`config.mk`:
```
export PLATFORM = sky130hd
export DESIGN_NAME = bsfm_top
export DESIGN_NICKNAME = d
export VERILOG_FILES = /design/src/rtl/bsfm_pkg.sv /design/src/rtl/bsfm_top.sv /design/src/rtl/bsfm_timer.sv /design/src/rtl/bsfm_ramp.sv
export SDC_FILE = /design/constraint.sdc
export NUM_CORES = 1
export LEC_CHECK = 0
export ABC_AREA = 0
export BUFFER_PORTS_ARGS = -buffer_cell sky130_fd_sc_hd__buf_2
export CORE_ASPECT_RATIO = 0.6
export CORE_MARGIN = 1.5
export CORE_UTILIZATION = 58
export CTS_BUF_LIST = sky130_fd_sc_hd__clkbuf_2
export DETAILED_ROUTE_END_ITERATION = 6
export PLACE_DENSITY_LB_ADDON = 0.25
export SLEW_MARGIN = 20
export SYNTH_ARGS = -nofsm -noshare
export SYNTH_HDL_FRONTEND = slang
export SYNTH_SLANG_ARGS = --single-unit
```
`constraint.sdc`:
```
create_clock -name clk -period 7 [get_ports clk]
set_input_delay 0.35 -clock clk [delete_from_list [all_inputs] [get_ports clk]]
set_output_delay 0.35 -clock clk [all_outputs]
set_load 0.03 [all_outputs]
```
`src/rtl/bsfm_pkg.sv`:
```
// Shared constants and types of the buck sequencing and fault manager.
package bsfm_pkg;

	// ==========================================================
	// Timing
	localparam int CLK_PERIOD_NS = 5;
	localparam int MS_TIME_NS = 1000000;
	localparam int MS_CYCLES = MS_TIME_NS / CLK_PERIOD_NS;
	localparam logic [15:0] LOCK_WINDOW_MS = 16'h0001;
	localparam logic [15:0] DTR_FACTOR = 16'h0064;
	localparam int PWM_HALF_CYCLES = 100;

	// ==========================================================
	// Widths
	localparam int AW = 4;
	localparam int DW = 16;
	localparam int VW = 12;
	localparam int NFLT = 6;

	// ==========================================================
	// Register offsets
	localparam logic [3:0] OFS_CTRL = 4'h0;
	localparam logic [3:0] OFS_FEATURE = 4'h1;
	localparam logic [3:0] OFS_PINSETUP = 4'h2;
	localparam logic [3:0] OFS_VOUT = 4'h3;
	localparam logic [3:0] OFS_VOFF = 4'h4;
	localparam logic [3:0] OFS_RISE = 4'h5;
	localparam logic [3:0] OFS_FALL = 4'h6;
	localparam logic [3:0] OFS_FLTCFG = 4'h7;
	localparam logic [3:0] OFS_DTR = 4'h8;
	localparam logic [3:0] OFS_ALERTEN = 4'h9;
	localparam logic [3:0] OFS_STATUS = 4'hA;
	localparam logic [3:0] OFS_STATE = 4'hB;
	localparam logic [3:0] OFS_IOUT = 4'hC;
	localparam logic [3:0] OFS_OCLIM = 4'hD;

	// ==========================================================
	// Field positions
	localparam int CTRL_OPON = 0;
	localparam int CTRL_USECMD = 1;
	localparam int CTRL_RESYNC = 2;
	localparam int FEAT_TRACK = 0;
	localparam int FLT_RETRY_LSB = 0;
	localparam int FLT_DTF_LSB = 3;

	// ==========================================================
	// Reset values
	localparam logic [2:0] RST_CTRL = 3'h0;
	localparam logic [VW-1:0] RST_VOUT = 12'h000;
	localparam logic [VW-1:0] RST_VOFF = 12'h000;
	localparam logic [15:0] RST_STEP = 16'h0010;
	localparam logic [10:0] RST_FLTCFG = 11'h000;
	localparam logic [7:0] RST_DTR = 8'h00;
	localparam logic [11:0] RST_ALERTEN = 12'hFFF;
	localparam logic [VW-1:0] RST_OCLIM = 12'hFFF;

	// ==========================================================
	// Encodings
	localparam logic [1:0] SYNC_OFF = 2'h0;
	localparam logic [1:0] SYNC_IN = 2'h1;
	localparam logic [1:0] SYNC_OUT = 2'h2;
	localparam logic [2:0] RETRY_INFINITE = 3'h7;
	localparam int FI_OC = 4;
	localparam int FI_OT = 5;

	typedef enum logic [2:0] {
		ST_OFF, ST_RISE, ST_ON, ST_FALL, ST_RETRY, ST_LATCH
	} bsfm_state_t;

endpackage

```
`src/rtl/bsfm_top.sv`:
```
// Sequencing, tracking, synchronisation and fault management of a buck converter.
`timescale 1ns/1ps
// How it works
// - Pre-biased start: no pull-down, same ramp
// - Disable ramps to off level, then tristate
// - Tracking off at reset, feature register enables
// - Tracking target is min of setting, track
// - Tracking target overrides off level when falling
// - Sync pin in/out via pin setup, off
// - Input lock only first 1ms or resync
// - Output mode drives own switching clock out
// - Warnings flag only; faults flag and respond
// - Alert drive selectable per warning and fault
// - Over-temperature ramps down softly at fall rate
// - Other faults switch off both power switches
// - Delay-to-fault rechecks; transient detections are discarded
// - Delay-to-retry waits, recheck, respond again
// - Retry delay is hundred times fault delay, or DTR register if that is zero
// - Retries zero to six; seven means hiccup
// - Protection uses raw current; report uses average
// - Default is zero delay and latch-off
// - Enable pin cycle clears a latched fault
// - Default: pin alone enables, command ignored
// - All alert enables set after reset
module bsfm_top #(
	parameter int MS_CYCLES_P = bsfm_pkg::MS_CYCLES,
	parameter int PWM_HALF_P = bsfm_pkg::PWM_HALF_CYCLES
) (
	input wire logic clk,
	input wire logic rst,
	input wire logic [bsfm_pkg::AW-1:0] addr,
	input wire logic [bsfm_pkg::DW-1:0] wrData,
	input wire logic wrStb,
	input wire logic rdStb,
	output logic [bsfm_pkg::DW-1:0] rdData,
	input wire logic enablePin,
	input wire logic [bsfm_pkg::VW-1:0] trackingVoltageInput,
	input wire logic [bsfm_pkg::VW-1:0] voutSense,
	input wire logic [bsfm_pkg::VW-1:0] currentSample,
	input wire logic [4:0] faultRaw,
	input wire logic [bsfm_pkg::NFLT-1:0] warnRaw,
	input wire logic syncIn,
	output logic syncOut,
	output logic syncOe,
	output logic syncLockEn,
	output logic [bsfm_pkg::VW-1:0] vSetpoint,
	output logic powerStageEn,
	output logic hiZ,
	output logic alertOut,
	output logic alertOe
);
	import bsfm_pkg::*;

	// ==========================================================
	// Helpers
	// Retry is allowed while attempts remain or in hiccup mode.
	function automatic logic retryOk(input logic [2:0] lim, input logic [2:0] done);
		retryOk = (lim == RETRY_INFINITE) || (done < lim);
	endfunction

	// Average filter: one eighth of the error is added per sample.
	function automatic logic [VW-1:0] avgStep(input logic [VW-1:0] avg,
		input logic [VW-1:0] s);
		logic signed [VW:0] diff;
		diff = $signed({1'b0, s}) - $signed({1'b0, avg});
		avgStep = avg + VW'(diff >>> 3);
	endfunction

	// ==========================================================
	// Registers and state
	logic [2:0] ctrlQ;
	logic trackEnQ;
	logic [1:0] syncModeQ;
	logic [VW-1:0] voutQ, voffQ, ocLimQ, ioutQ;
	logic [15:0] riseQ, fallQ;
	logic [10:0] fltCfgQ;
	logic [7:0] dtrQ;
	logic [11:0] alertEnQ, statusQ, statusD;
	bsfm_state_t stateQ, stateD;
	logic [2:0] retryCntQ;
	logic pendingQ, softQ, startedQ, enPrevQ, syncPwmQ;
	logic [31:0] msCntQ;
	logic [15:0] pwmCntQ;

	// ==========================================================
	// Decode and combinational terms
	logic wrCtrl, wrFeat, wrPin, wrVout, wrVoff, wrRise, wrFall;
	logic wrFlt, wrDtr, wrAlert, wrStat, wrOcl, resyncPulse, msTick;
	logic enableReq, faultAny, faultHit, softHit, active;
	logic [NFLT-1:0] faultNow;
	logic [2:0] retryLim;
	logic [7:0] dtfMs;
	logic [15:0] dtrEff;
	logic [VW-1:0] trackTarget, rampTarget, rampLevel;
	logic rampAt, rampRun, rampLoad, dtfDone, dtrDone, dtrStart, dtfStart;
	logic lockBusy, lockStart, fallDone, mapped;
	logic [DW-1:0] rdMux;

	assign wrCtrl = wrStb && addr == OFS_CTRL;
	assign wrFeat = wrStb && addr == OFS_FEATURE;
	assign wrPin = wrStb && addr == OFS_PINSETUP;
	assign wrVout = wrStb && addr == OFS_VOUT;
	assign wrVoff = wrStb && addr == OFS_VOFF;
	assign wrRise = wrStb && addr == OFS_RISE;
	assign wrFall = wrStb && addr == OFS_FALL;
	assign wrFlt = wrStb && addr == OFS_FLTCFG;
	assign wrDtr = wrStb && addr == OFS_DTR;
	assign wrAlert = wrStb && addr == OFS_ALERTEN;
	assign wrStat = wrStb && addr == OFS_STATUS;
	assign wrOcl = wrStb && addr == OFS_OCLIM;
	assign resyncPulse = wrCtrl && wrData[CTRL_RESYNC];
	assign msTick = (msCntQ == 32'(MS_CYCLES_P - 1));

	// Enable source: pin only unless the command path is selected.
	assign enableReq = ctrlQ[CTRL_USECMD] ? (enablePin && ctrlQ[CTRL_OPON]) : enablePin;

	// Over-current trips on the raw sample, not the average.
	assign faultNow = {faultRaw[4], currentSample > ocLimQ, faultRaw[3:0]};
	assign faultAny = |faultNow;
	assign retryLim = fltCfgQ[FLT_RETRY_LSB +: 3];
	assign dtfMs = fltCfgQ[FLT_DTF_LSB +: 8];
	assign dtrEff = (dtfMs != 8'h00) ? 16'(dtfMs) * DTR_FACTOR : 16'(dtrQ);
	assign active = (stateQ == ST_RISE) || (stateQ == ST_ON) ||
		(stateQ == ST_FALL && !softQ);

	// Qualified fault: at once with zero delay, else only if still present.
	assign faultHit = active && faultAny &&
		((dtfMs == 8'h00) || (pendingQ && dtfDone));
	assign dtfStart = active && faultAny && !pendingQ && dtfMs != 8'h00;
	assign softHit = faultNow[FI_OT] && !(|faultNow[FI_OC:0]);

	// Regulation target selection for each phase.
	assign trackTarget = (trackEnQ && trackingVoltageInput < voutQ) ?
		trackingVoltageInput : voutQ;
	assign rampTarget = (stateQ == ST_FALL) ?
		(trackEnQ ? trackTarget : voffQ) : trackTarget;
	assign rampRun = (stateQ == ST_RISE) || (stateQ == ST_ON) || (stateQ == ST_FALL);
	assign rampLoad = (stateQ == ST_OFF) || (stateQ == ST_RETRY) || (stateQ == ST_LATCH);
	assign fallDone = rampAt && (!trackEnQ || trackingVoltageInput == '0);

	// ==========================================================
	// State machine next state
	always_comb begin
		stateD = stateQ;
		dtrStart = 1'b0;
		case (stateQ)
			ST_OFF: begin
				if (enableReq)
					stateD = ST_RISE;
			end
			ST_RISE, ST_ON: begin
				if (faultHit && softHit) begin
					stateD = ST_FALL;
				end else if (faultHit) begin
					dtrStart = retryOk(retryLim, retryCntQ);
					stateD = dtrStart ? ST_RETRY : ST_LATCH;
				end else if (!enableReq) begin
					stateD = ST_FALL;
				end else if (stateQ == ST_RISE && rampAt) begin
					stateD = ST_ON;
				end
			end
			ST_FALL: begin
				if (faultHit && !softHit) begin
					dtrStart = retryOk(retryLim, retryCntQ);
					stateD = dtrStart ? ST_RETRY : ST_LATCH;
				end else if (softQ && rampAt) begin
					dtrStart = retryOk(retryLim, retryCntQ);
					stateD = dtrStart ? ST_RETRY : ST_LATCH;
				end else if (!softQ && fallDone) begin
					stateD = ST_OFF;
				end
			end
			ST_RETRY: begin
				if (!enableReq) begin
					stateD = ST_OFF;
				end else if (dtrDone && !faultAny) begin
					stateD = ST_RISE;
				end else if (dtrDone) begin
					dtrStart = retryOk(retryLim, retryCntQ + 3'h1);
					stateD = dtrStart ? ST_RETRY : ST_LATCH;
				end
			end
			ST_LATCH: begin
				if (!enablePin)
					stateD = ST_OFF;
			end
			default: stateD = ST_OFF;
		endcase
	end

	// ==========================================================
	// Sequencer flops
	// The retry count survives retries and resets only when fully off.
	always_ff @(posedge clk) begin
		if (rst) begin
			stateQ <= ST_OFF;
			retryCntQ <= 3'h0;
			softQ <= 1'b0;
			pendingQ <= 1'b0;
		end else begin
			stateQ <= stateD;
			if (stateQ == ST_OFF)
				retryCntQ <= 3'h0;
			else if (stateQ == ST_RETRY && dtrDone && retryLim != RETRY_INFINITE)
				retryCntQ <= retryCntQ + 3'h1;
			if (faultHit)
				softQ <= softHit;
			else if (stateD == ST_RISE)
				softQ <= 1'b0;
			// A detection that clears before the delay ends is dropped.
			if (!active || !faultAny || faultHit)
				pendingQ <= 1'b0;
			else if (dtfStart)
				pendingQ <= 1'b1;
		end
	end

	// ==========================================================
	// Power stage drive
	// Switching waits until the virtual ramp from zero meets the
	// pre-biased output, so the cap is never pulled down and the
	// rise time is unchanged.
	always_ff @(posedge clk) begin
		if (rst) begin
			startedQ <= 1'b0;
			powerStageEn <= 1'b0;
			hiZ <= 1'b1;
			vSetpoint <= '0;
		end else begin
			if (stateQ != ST_RISE)
				startedQ <= stateQ == ST_ON || stateQ == ST_FALL;
			else if (rampLevel >= voutSense)
				startedQ <= 1'b1;
			powerStageEn <= startedQ && rampRun && stateD != ST_RETRY &&
				stateD != ST_LATCH && stateD != ST_OFF;
			hiZ <= !(startedQ && rampRun && stateD != ST_RETRY &&
				stateD != ST_LATCH && stateD != ST_OFF);
			vSetpoint <= rampLevel;
		end
	end

	// ==========================================================
	// Dividers and synchronisation
	// Lock window opens on each enable and on a resync request.
	assign lockStart = (stateQ == ST_OFF && stateD == ST_RISE) ||
		(stateQ == ST_RETRY && stateD == ST_RISE) || resyncPulse;
	always_ff @(posedge clk) begin
		if (rst) begin
			msCntQ <= '0;
			pwmCntQ <= '0;
			syncPwmQ <= 1'b0;
			syncOut <= 1'b0;
			syncOe <= 1'b0;
			syncLockEn <= 1'b0;
		end else begin
			msCntQ <= msTick ? '0 : msCntQ + 32'h1;
			if (pwmCntQ == 16'(PWM_HALF_P - 1)) begin
				pwmCntQ <= '0;
				syncPwmQ <= !syncPwmQ;
			end else begin
				pwmCntQ <= pwmCntQ + 16'h1;
			end
			syncOut <= (syncModeQ == SYNC_OUT) && syncPwmQ;
			syncOe <= (syncModeQ == SYNC_OUT);
			syncLockEn <= (syncModeQ == SYNC_IN) && lockBusy && syncIn == syncIn;
		end
	end

	// ==========================================================
	// Register writes
	// Status bits are sticky; a new event wins over a clear.
	assign statusD = (statusQ & ~(wrStat ? wrData[11:0] : 12'h000)) |
		{faultNow, warnRaw};
	always_ff @(posedge clk) begin
		if (rst) begin
			ctrlQ <= RST_CTRL;
			trackEnQ <= 1'b0;
			syncModeQ <= SYNC_OFF;
			voutQ <= RST_VOUT;
			voffQ <= RST_VOFF;
			riseQ <= RST_STEP;
			fallQ <= RST_STEP;
			fltCfgQ <= RST_FLTCFG;
			dtrQ <= RST_DTR;
			alertEnQ <= RST_ALERTEN;
			ocLimQ <= RST_OCLIM;
			statusQ <= 12'h000;
			ioutQ <= '0;
			enPrevQ <= 1'b0;
		end else begin
			if (wrCtrl)
				ctrlQ <= {1'b0, wrData[CTRL_USECMD:CTRL_OPON]};
			if (wrFeat)
				trackEnQ <= wrData[FEAT_TRACK];
			if (wrPin)
				syncModeQ <= wrData[1:0];
			if (wrVout)
				voutQ <= wrData[VW-1:0];
			if (wrVoff)
				voffQ <= wrData[VW-1:0];
			if (wrRise)
				riseQ <= wrData;
			if (wrFall)
				fallQ <= wrData;
			if (wrFlt)
				fltCfgQ <= wrData[10:0];
			if (wrDtr)
				dtrQ <= wrData[7:0];
			if (wrAlert)
				alertEnQ <= wrData[11:0];
			if (wrOcl)
				ocLimQ <= wrData[VW-1:0];
			statusQ <= statusD;
			ioutQ <= avgStep(ioutQ, currentSample);
			enPrevQ <= enablePin;
		end
	end

	// ==========================================================
	// Read port and alert
	assign mapped = addr <= OFS_OCLIM;
	always_comb begin
		case (addr)
			OFS_CTRL: rdMux = {14'h0000, ctrlQ[1:0]};
			OFS_FEATURE: rdMux = {15'h0000, trackEnQ};
			OFS_PINSETUP: rdMux = {14'h0000, syncModeQ};
			OFS_VOUT: rdMux = {4'h0, voutQ};
			OFS_VOFF: rdMux = {4'h0, voffQ};
			OFS_RISE: rdMux = riseQ;
			OFS_FALL: rdMux = fallQ;
			OFS_FLTCFG: rdMux = {5'h00, fltCfgQ};
			OFS_DTR: rdMux = {8'h00, dtrQ};
			OFS_ALERTEN: rdMux = {4'h0, alertEnQ};
			OFS_STATUS: rdMux = {4'h0, statusQ};
			OFS_STATE: rdMux = {7'h00, enPrevQ, syncLockEn, powerStageEn,
				retryCntQ, stateQ};
			OFS_IOUT: rdMux = {4'h0, ioutQ};
			OFS_OCLIM: rdMux = {4'h0, ocLimQ};
			default: rdMux = 16'h0000;
		endcase
	end

	// Read data appear the cycle after the strobe; unmapped reads give zero.
	always_ff @(posedge clk) begin
		if (rst) begin
			rdData <= '0;
			alertOut <= 1'b0;
			alertOe <= 1'b0;
		end else begin
			rdData <= (rdStb && mapped) ? rdMux : 16'h0000;
			alertOut <= 1'b0;
			alertOe <= |(statusQ & alertEnQ);
		end
	end

	// ==========================================================
	// Submodules
	bsfm_ramp #(.VW(VW), .SW(16)) uRamp (
		.clk(clk),
		.rst(rst),
		.load(rampLoad),
		.loadVal('0),
		.run(rampRun),
		.target(rampTarget),
		.stepCycles((stateQ == ST_FALL) ? fallQ : riseQ),
		.level(rampLevel),
		.atTarget(rampAt)
	);

	bsfm_timer #(.W(16)) uDtf (
		.clk(clk),
		.rst(rst),
		.tick(msTick),
		.start(dtfStart),
		.count(16'(dtfMs)),
		.busy(),
		.done(dtfDone)
	);

	bsfm_timer #(.W(16)) uDtr (
		.clk(clk),
		.rst(rst),
		.tick(msTick),
		.start(dtrStart),
		.count(dtrEff),
		.busy(),
		.done(dtrDone)
	);

	bsfm_timer #(.W(16)) uLock (
		.clk(clk),
		.rst(rst),
		.tick(msTick),
		.start(lockStart),
		.count(LOCK_WINDOW_MS),
		.busy(lockBusy),
		.done()
	);
endmodule

```
`src/rtl/bsfm_timer.sv`:
```
// Millisecond down-counter with busy level and done pulse.
`timescale 1ns/1ps
module bsfm_timer #(
	parameter int W = 16
) (
	input wire logic clk,
	input wire logic rst,
	input wire logic tick,
	input wire logic start,
	input wire logic [W-1:0] count,
	output logic busy,
	output logic done
);
	import bsfm_pkg::*;

	logic [W-1:0] cntQ;

	// ==========================================================
	// Counter
	// A start always reloads, so a stale run is simply restarted.
	always_ff @(posedge clk) begin
		if (rst) begin
			cntQ <= '0;
			busy <= 1'b0;
			done <= 1'b0;
		end else begin
			done <= 1'b0;
			if (start) begin
				cntQ <= count;
				busy <= 1'b1;
			end else if (busy && cntQ == '0) begin
				busy <= 1'b0;
				done <= 1'b1;
			end else if (busy && tick) begin
				cntQ <= cntQ - 1'b1;
			end
		end
	end
endmodule

```
`src/rtl/bsfm_ramp.sv`:
```
// Set-point ramp generator stepping one code per programmed interval.
`timescale 1ns/1ps
module bsfm_ramp #(
	parameter int VW = 12,
	parameter int SW = 16
) (
	input wire logic clk,
	input wire logic rst,
	input wire logic load,
	input wire logic [VW-1:0] loadVal,
	input wire logic run,
	input wire logic [VW-1:0] target,
	input wire logic [SW-1:0] stepCycles,
	output logic [VW-1:0] level,
	output logic atTarget
);
	import bsfm_pkg::*;

	logic [SW-1:0] divQ;
	logic stepNow;

	// Step once the interval has elapsed and the level is off target.
	assign atTarget = (level == target);
	assign stepNow = run && !atTarget && (divQ >= stepCycles);

	// ==========================================================
	// Ramp state
	// The step interval sets the slope, so rise and fall times are kept.
	always_ff @(posedge clk) begin
		if (rst) begin
			level <= '0;
			divQ <= '0;
		end else if (load) begin
			level <= loadVal;
			divQ <= '0;
		end else if (stepNow) begin
			level <= (level < target) ? level + 1'b1 : level - 1'b1;
			divQ <= '0;
		end else if (run && !atTarget) begin
			divQ <= divQ + 1'b1;
		end
	end
endmodule

```
# Word level (Yosys, flattened, before mapping)
# Cells that the tools add are included.
[word_totals]
ff_bits = 302
inputBits = 73
word_cells = 262
out_inout_bits = 35
[classes]
n_reduce_logical = 108
bitwise = 7
multipliers = 1
order_cmp = 8
addsub = 11
mux = 53
eq_ne = 32
[ops]
columns = ["cell", "count"]
rows = [
  ["$pmux 16 s14", 1],
  ["$mux 16", 4],
  ["$mux 12", 5],
  ["$logic_and 1x1->1", 48],
  ["$logic_not 16->1", 3],
  ["$sub 16x1->16 const B", 3],
  ["$mux 3", 12],
  ["$add 16x1->16 const B", 2],
  ["$add 32x1->32 const B", 1],
  ["$eq 32x18->1 const B", 1],
  ["$mux 1", 25],
  ["$and 12x12->12", 2],
  ["$eq 4x4->1 const B", 6],
  ["$lt 12x12->1", 2],
  ["$mux 8", 3],
  ["$reduce_or 2->1", 10],
  ["$eq 16x7->1 const B", 1],
  ["$eq 4x3->1 const B", 4],
  ["$ge 16x16->1", 1],
  ["$reduce_bool 2->1", 8],
  ["$mux 15", 1],
  ["$pmux 3 s5", 1],
  ["$logic_or 1x1->1", 14],
  ["$mul 8x5->13 const B", 1],
  ["other kinds (36)", 61],
]

# Logic depth before layout (Yosys ltp)
# Gate-level depths: netlist of run 1.
[depth]
depth_word = 18
depth_mapped = 25
ltp_nobuf = 24

# Modules after synthesis
# A second synthesis of run 1 with hierarchy kept.
[unflattened]
hier_cells = 2203
area_unflattened_um2 = 18186.2
[by_module_without_submodules]
columns = ["module", "area_per_inst_um2", "cells_per_inst", "seq_area_each_um2", "instances"]
rows = [
  ["bsfm_top", 12180.4, 1483, 4424.2, 1],
  ["bsfm_timer", 1206.2, 143, 360.3, 3],
  ["bsfm_ramp", 2387.3, 291, 560.5, 1],
]

# Least setup slack after synthesis of run 1
# OpenSTA, ideal clock, no wires.
[synth_path]
path_kind = "reg-to-reg"
startpoint = "register voutQ[1]"
endpoint = "register uRamp.level[11]"
t_arrival_ns = 5.867
stages_incl_launch_ff = 26
n_path_buf = 1
period_less_slack_ns = 5.938
setup_ns = 0.070
slack_ns = 1.062
t_required_ns = 6.930
path_cell_list = "dfxtp_1 > inv_1 > ha_1 > a21o_1 > a21o_1 > a21o_1 > a21oi_1 > o31a_1 > buf_1 > a211oi_1 > a211oi_1 > ha_1 > and3_1 > a221oi_1 > nor2_1 > a2111oi_0 > o221ai_1 > ha_1 > a21o_1 > a21o_1 > a2111oi_0 > o31ai_1 > o41ai_1 > xor2_1 > or3_1 > a21oi_1"
[synth_via]
elab_chain_len = 9
word_cells_on_any_way = 11
classes_between = "order compare (2); eq/ne (1); mux (4); reduce/logical (4)"
[synth_rtl]
columns = ["element", "line", "source"]
rows = [
  ["from (decl)", "bsfm_top.sv:74", "logic [VW-1:0] voutQ, voffQ, ocLimQ, ioutQ;"],
  ["from (signal assigned)", "bsfm_top.sv:299", "voutQ <= wrData[VW-1:0];"],
  ["$lt 12x12->1", "bsfm_top.sv:133", "assign trackTarget = (trackEnQ && trackingVoltageInput < voutQ) ?"],
  ["$logic_and 1x1->1", "bsfm_top.sv:133", ""],
  ["$mux 12 *", "bsfm_top.sv:133", ""],
  ["$mux 12", "bsfm_top.sv:136", "(trackEnQ ? trackTarget : voffQ) : trackTarget;"],
  ["$mux 12 *", "bsfm_top.sv:135", "assign rampTarget = (stateQ == ST_FALL) ?"],
  ["branches (longest 4 deep; another with $lt 12x12->1)", "--", ""],
  ["to (signal assigned)", "bsfm_ramp.sv:34", "level <= loadVal;"],
  ["to (signal assigned)", "bsfm_ramp.sv:37", "level <= (level < target) ? level + 1'b1 : level - 1'b1;"],
  ["to (decl)", "bsfm_ramp.sv:14", "output logic [VW-1:0] level,"],
]
# Mark *: on every way between the ends.
# A chain may end at the register's enable or synchronous reset.

# Worst setup path after layout of run 1
[layout_path]
startpoint = "register voutQ[11]"
endpoint = "register uRamp.level[11]"
# The elaborated chain is that of the path after synthesis.

==> qor.yml, run 1 <==
clocking:
  root_buffer: "clkbuf_2"
  h-tree-depth: 3
  cts_buffers: 72
  post_cts_buffers: 0
  clock_sinks: 302
  clk_latency_ps: 990
  path_clk_slew_ps: 140
  cts_tree: "built"
  cts.path.max_buffers: 3
power_and_ir_drop:
  finalPower_w: 0.00412
  power_density_nw_per_um2: 221
  leakage_nw: 8.11
  ir_worst_vdd_mv: 0.131
timing:
  maxSlewViolCount: 0
  fin_setup_tns_ps: 0
  setup_viol: 0
  rsz0062_at_grt: "false"
  slew_headroom_pct: 28.8
  clock_skew_ps: 103
  fmax_mhz: 153
  finalCritPeriodShare_pct: 93.6
  finalHoldViolCount: 0
  worst_slew_pin_slew_ps: 1060
  period_minus_slack_ps: 6550
routing:
  via_count: 15900
  vias_per_cell: 6.10
  drt_iter0_markers: 1846
  drtAntennaViolNets: 0
  drc_errors: 0
  wl_per_cell_um: 20.1
  wl_mm: 52.5
  first_pass_iters: 7
floorplanning:
  die_x_um: 223
  die_area_um2: 30200
  pin_count: 108
  num_rows: 48
  initial_core_util_pct: 58.8
  fp.dieH_um: 135
  core_area_um2: 28700
placed_design:
  place_area_um2: 17600
  portBuffers: 105
  place_hpwl_mm: 38.3
  gp_congestion: 1.01
logic_synthesis:
  yosys.area_share.simple_pct: 23.0
  syn-cell-area_um2: 16900
  synth_top_area_share_pct: 35.8
  syn_area_per_cell_um2: 8.24
  synth_compound_area_share_pct: 16.2
  ys_types: 81
  ys.flop_type: "dfxtp_1"
  synth_top_family_by_area: "simple AND/OR/NAND/NOR gates"
  synth_seq_cells: 302
  synth_adder_area_share_pct: 10.8
  yosysSeqAreaShare_pct: 35.8
  ys.warnings.count: 0
  synth_edf_count: 0
  synthMuxAreaShare_pct: 2.53
  synth.most_common_cell: "dfxtp_1"
  synthCells: 2050
  synthTopCellsByArea: "dfxtp_1 36%, ha_1 10%, nand2_1 6.4%, a21oi_1 4.3%, nor2_1 4.2%"
  syn_nets: 2266
  synth_xor_area_share_pct: 6.90
  synthArstFlopShare_pct: 0
  yosys.area.top_type: "dfxtp_1"
  synth_common_cells: "302 x dfxtp_1, 286 x nand2_1, 190 x nor2_1"
critical_path:
  cp_num_buf_inv: 2
  crit_path_max_incr_delay_ps: 570
  crit_top_cell: "ha_1"
  end_kind: "flop"
  crit_fanout: 7
  crit_family: "compound AO/OA/AOI/OAI gates"
  crit_path_top_delay_cell: "a2111oi_1"
  path_class: "reg -> reg"
  critPathArrivalTime_ps: 7440
  critPathLaunchType: "flop"
  cp_num_cells: 23
  required_ps: 7890
  rr_worst_depth: 23
  cp_cell_sequence: "inv_1 > ha_1 > and3_1 > o31ai_1 > o2bb2a_1 > o31a_1 > and3_1 > a211oi_1 > ha_1 > a21o_1 > a221oi_1 > nor2_1 > a2111oi_0 > o221ai_1 > buf_4 > ha_1 > a21o_1 > a2111oi_1 > o31ai_1 > o41ai_1 > xor2_1 > or3_1 > a21oi_1"
worst_hold_path:
  hp-class: "in -> reg"
  worstHoldPathCells: 7
grt:
  grt_usage_pct: 34.5
  overflow: 0
  antenna_found_initial: 2
  grt_pass1_vias: 14600
  grt_pass1_wl_mm: 80.2
  grt_max_degree: 107
outcome:
  outcome: "complete, no violations"
cells_and_area:
  fin_nets: 2405
  drive_gt1_share_pct: 11.5
  syn_to_final_growth_pct: 10.4
  fin_area_um2: 18600
run:
  cap_viol_max_count: 0
==> cells in the final DEF, fill, tap and decap left out, types with 14 or more instances in the layout <==
cell type,synthesis,routed
dfxtp_1,302,302
a21oi_1,145,145
dlygate4sd3_1,0,49
ha_1,138,138
a221oi_1,21,21
buf_4,4,17
nor2b_1,23,23
nand4_1,23,23
nand3_1,101,101
a211oi_1,37,36
nor4_1,23,23
xnor2_1,71,71
a22oi_1,17,17
clkbuf_2,1,102
a22o_1,15,15
and3_1,35,35
xor2_1,62,62
and2_1,14,14
mux2i_1,36,36
inv_1,94,94
buf_2,5,104
o21ai_0,44,44
nand2b_1,18,18
nand2_1,286,286
a21o_1,28,28
a31oi_1,18,18
nor3_1,43,43
nor2_1,190,190
==> final cells by class <==
class / instances / area (µm²)
tap: 375 / 469
clock inverter: 12 / 71.3
fill: 2519 / 10100
timing repair buffer: 171 / 1150
antenna: 2 / 5.00
sequential: 302 / 6050
inverter: 95 / 357
multi-input combinational: 1547 / 10000
clock buffer: 102 / 510
==> power breakdown <==
group,leakage [nW],internal (W),total (W),switching [W]
registers,2.45,0.00178,0.00189,0.000109
logic,5.20,0.000443,0.00108,0.000636
clock network,0.460,0.000417,0.00115,0.000732
total,8.11,0.00265,0.00412,0.00148
==> path summary, 6_finish.rpt <==
kind	startpoint	end	slack [ps]
max	voutQ[11]	uRamp.level[11]	450
min	currentSample[10]	ioutQ[11]	150
max reg2reg	voutQ[11]	uRamp.level[11]	450
min reg2reg	uDtf.cntQ[8]	uDtf.cntQ[8]	480
==> stage by stage <==
stage | hold slack (ps) | std cells | util [%] | setup slack (ps)
after global routing | 84.2 | 2605 | 64.9 | 114
after global placement | 441 | 2441 | 61.2 | 814
after detailed placement | 449 | 2441 | 61.2 | 719
after CTS | 72.3 | 2604 | 64.9 | 657
final | 149 | 2606 | 64.9 | 447
after floorplan | 426 | 2050 | - | 1060
==> routing by layer <==
metal  global-route usage (%)  share of wire [%]  routed length (µm)
met5                        0                  0                   0
met4                     10.5                2.4                1280
met3                     13.1                 13                6940
met2                     46.6                 39               20400
met1                     50.0                 46               23900
==> flip-flops by register name (all words and copies together) (netlist names), 16 cells and up <==
name / count
riseQ: 16
uRamp.divQ: 16
rdData: 16
uDtf.cntQ: 16
uDtr.cntQ: 16
pwmCntQ: 16
uLock.cntQ: 16
msCntQ: 32
fallQ: 16
==> cell families (layout without fill, tap and decap cells) <==
group,count (synthesis),in the layout
AND/OR/NAND/NOR,820,820
AO/OA/AOI/OAI,408,408
flip-flops,302,302
buffers and inverters,201,380
adder cells (fa/ha/maj),143,143
XOR/XNOR,133,133
multiplexers,42,42
other,1,3
==> what timing repair did <==
action | CTS | global route
gates resized for setup | 0 | 1
hold endpoints to repair | 157 | 0
setup endpoints to repair | 0 | 1
hold buffers | 49 | 0
==> worst min-delay path, stage by stage <==
cell,delay (ps)
buf_2,120
ha_1,170
nand2_1,50
nand2_1,60
a211oi_1,80
xnor2_1,140
nor2_1,70
No activity file was read; power rests on OpenSTA's default activity.
==> inputs of run 2 (changes only) <==
--- a/config.mk
+++ b/config.mk
@@ -11,3 +11,3 @@
 export CORE_MARGIN = 1.5
-export CORE_UTILIZATION = 58
+export CORE_UTILIZATION = 50
 export CTS_BUF_LIST = sky130_fd_sc_hd__clkbuf_2
@@ -15,2 +15,3 @@
 export PLACE_DENSITY_LB_ADDON = 0.25
+export SETUP_SLACK_MARGIN = 0.1
 export SLEW_MARGIN = 20
==> constraint.sdc (replaced) <==
create_clock -name clk -period 7 [get_ports clk]
set_input_delay 1.4 -clock clk [delete_from_list [all_inputs] [get_ports clk]]
set_output_delay 1.4 -clock clk [all_outputs]
set_load 0.03 [all_outputs]
==> qor.yml, run 2 (synthesis results as in run 1) <==
power_and_ir_drop:
  ir_worst_vdd_mv: 0.135  # +2.6%
  netSwitchingFraction_pct: 35.8  # about the same
  p_sw_w: 0.00150  # +1.4%
  internal_power_w: 0.00268  # +1.4%
  finalPower_w: 0.00418  # +1.4%
  power_frac_seq_pct: 45.3  # -0.7 points
  leakage_nw: 7.99  # -1.5%
  combPwrFrac_pct: 25.3  # -0.9 points
  pwr-share-clk_pct: 29.4  # +1.5 points
  power_density_nw_per_um2: 227  # +2.7%
critical_path:
  critPathLaunchType: "input port"
  critPathArrivalTime_ps: 6990  # -450 ps
  path_class: "in -> reg"
  end_kind: "flop"
  crit_fanout: 11  # +4
  required_ps: 7900  # about the same
clocking:
  cts_hold_buf: 0  # -100%
  path_clk_slew_ps: 120  # -20 ps
  cts.path.max_buffers: 3  # unchanged
  clk_latency_ps: 990  # about the same
  cts_buffers: 72  # unchanged
  h-tree-depth: 3  # unchanged
  cts_tree: "built"
  clock_sinks: 302  # unchanged
  cts_resized: 0  # unchanged
  root_buffer: "clkbuf_2"
  post_cts_buffers: 0  # unchanged
floorplanning:
  die_x_um: 240  # +7.6%
  initial_core_util_pct: 51.5  # -7.3 points
  die_area_um2: 34900  # +16%
  pin_count: 108  # unchanged
  core_area_um2: 32800  # +14%
  num_rows: 51  # +6.3%
  fp.dieH_um: 145  # +7.5%
grt:
  grt_usage_pct: 30.0  # -4.4 points
  overflow: 0  # unchanged
  grt_max_degree: 85  # -21%
  grt_pass1_wl_mm: 81.3  # +1.4%
  grt_pass1_vias: 14500  # -0.66%
  antenna_found_initial: 5  # +3
cells_and_area:
  top_register: "msCntQ"
  fillCellCount: 3101  # +23%
  syn_to_final_growth_pct: 9.08
  largest_reg_flops: 32  # unchanged
  fin_nets: 2367  # -1.6%
  final_core_util_pct: 56.1  # -8.8 points
  layout_common_cells: "302 x dfxtp_1, 286 x nand2_1, 190 x nor2_1"
  drive_gt1_share_pct: 12.6  # +1.1 points
  layout_commonest_cell: "dfxtp_1"
outcome:
  outcome: "complete, no violations"
worst_hold_path:
  hp-class: "reg -> reg"
placed_design:
  pre_cts_ws_ps: -7.70  # -727 ps
  place_hpwl_mm: 38.9  # +1.7%
  portBuffers: 105  # unchanged
  gp_congestion: 0.990  # -1.7%
timing:
  setup_viol: 0  # unchanged
  timing.final.ws_setup_ps: 904  # +457 ps
  finalCritPeriodShare_pct: 87.1  # -6.5 points
  fmax_mhz: 164  # +7.5%
  rsz0062_at_grt: "false"
  maxSlewViolCount: 0  # unchanged
  hold_ws_ps: 477  # +328 ps
  clock_skew_ps: 77.4  # -25.1 ps
  worst_slew_pin_slew_ps: 1040  # -23.3 ps
  slew_headroom_pct: 30.3  # +1.6 points
  finalHoldViolCount: 0  # unchanged
  fin_setup_tns_ps: 0  # unchanged
  period_minus_slack_ps: 6100  # -457 ps
routing:
  drt_iter0_markers: 1539  # -17%
  wl_per_cell_um: 19.9  # -1.0%
  drtAntennaViolNets: 0  # unchanged
  via_count: 15700  # -1.1%
  wl_mm: 52.9  # +0.86%
  vias_per_cell: 5.92  # -2.9%
  drc_errors: 0  # unchanged
  first_pass_iters: 7  # unchanged
run:
  cap_viol_max_count: 0  # unchanged
## run 2: cell types whose count changed in the layout (fill, tap and decap cells not counted), sizes merged
| cell | change |
|---|---|
| buf | +11 |
| bufinv | +1 |
| clkbuf | +1 |
| clkinv | +8 |
| clkinvlp | +1 |
| diode | +1 |
| dlygate4sd3 | -49 |
| inv | +1 |
## run 2: area by class of cell
cell class	count	area [µm²]	area share, %
Antenna cell	3	7.51	0.0408
Clock buffer	103	515	2.80
Clock inverter	23	149	0.808
Inverter	95	357	1.94
Multi-Input combinational cell	1547	10000	54.5
Sequential cell	302	6050	32.8
Tap cell	450	563	3.06
Timing Repair Buffer	133	738	4.01
## run 2: power groups by stage
| stage | Combinational [W] | Clock (W) | Sequential (W) |
|---|---|---|---|
| floorplan | 0.000817 | 0 | 0.00187 |
| global placement | 0.00100 | 0 | 0.00192 |
| detailed placement | 0.00103 | 0 | 0.00192 |
| CTS | 0.00105 | 0.00125 | 0.00189 |
| global route | 0.00118 | 0.00134 | 0.00190 |
| finish | 0.00106 | 0.00123 | 0.00189 |
## run 2: worst paths after layout
| path | from | depth (start not counted) | slack, ps | to |
|---|---|---|---|---|
| min reg2reg | pwmCntQ[0] | 1 | 480 | pwmCntQ[0] |
| max | trackingVoltageInput[1] | 26 | 900 | uRamp.level[11] |
| max reg2reg | voutQ[11] | 25 | 930 | uRamp.level[11] |
| min | pwmCntQ[0] | 1 | 480 | pwmCntQ[0] |
## run 2: metal layers
metal / wire length, µm / GRT usage [%]
met1: 25000 / 45.5
met2: 20300 / 39.1
met3: 6550 / 10.6
met4: 1070 / 8.43
met5: 8 / 0
## run 2: stage by stage
stage | instance area (µm²) | cells
5_1_grt | 18400 | 2655
4_1_cts | 18400 | 2653
3_5_place_dp | 17700 | 2527
3_3_place_gp | 17700 | 2527
6_report | 18400 | 2656
2_1_floorplan | 16900 | 2050
## run 2: critical path, stage by stage
cell       delay, ps
buf_2            120
ha_1             290
a21o_1           160
a21o_1           170
a21o_1           170
a21oi_1          140
o31a_1           300
a211oi_1         120
a211oi_1         270
ha_1             290
and3_1           180
a221oi_1         270
nor2_1            80
a2111oi_0        380
buf_4            180
o221ai_2         110
buf_4            200
ha_1             300
a21o_1           190
a2111oi_0        490
buf_4            190
o31ai_1           80
o41ai_1          330
xor2_1           140
or3_1            320
a21oi_1          140
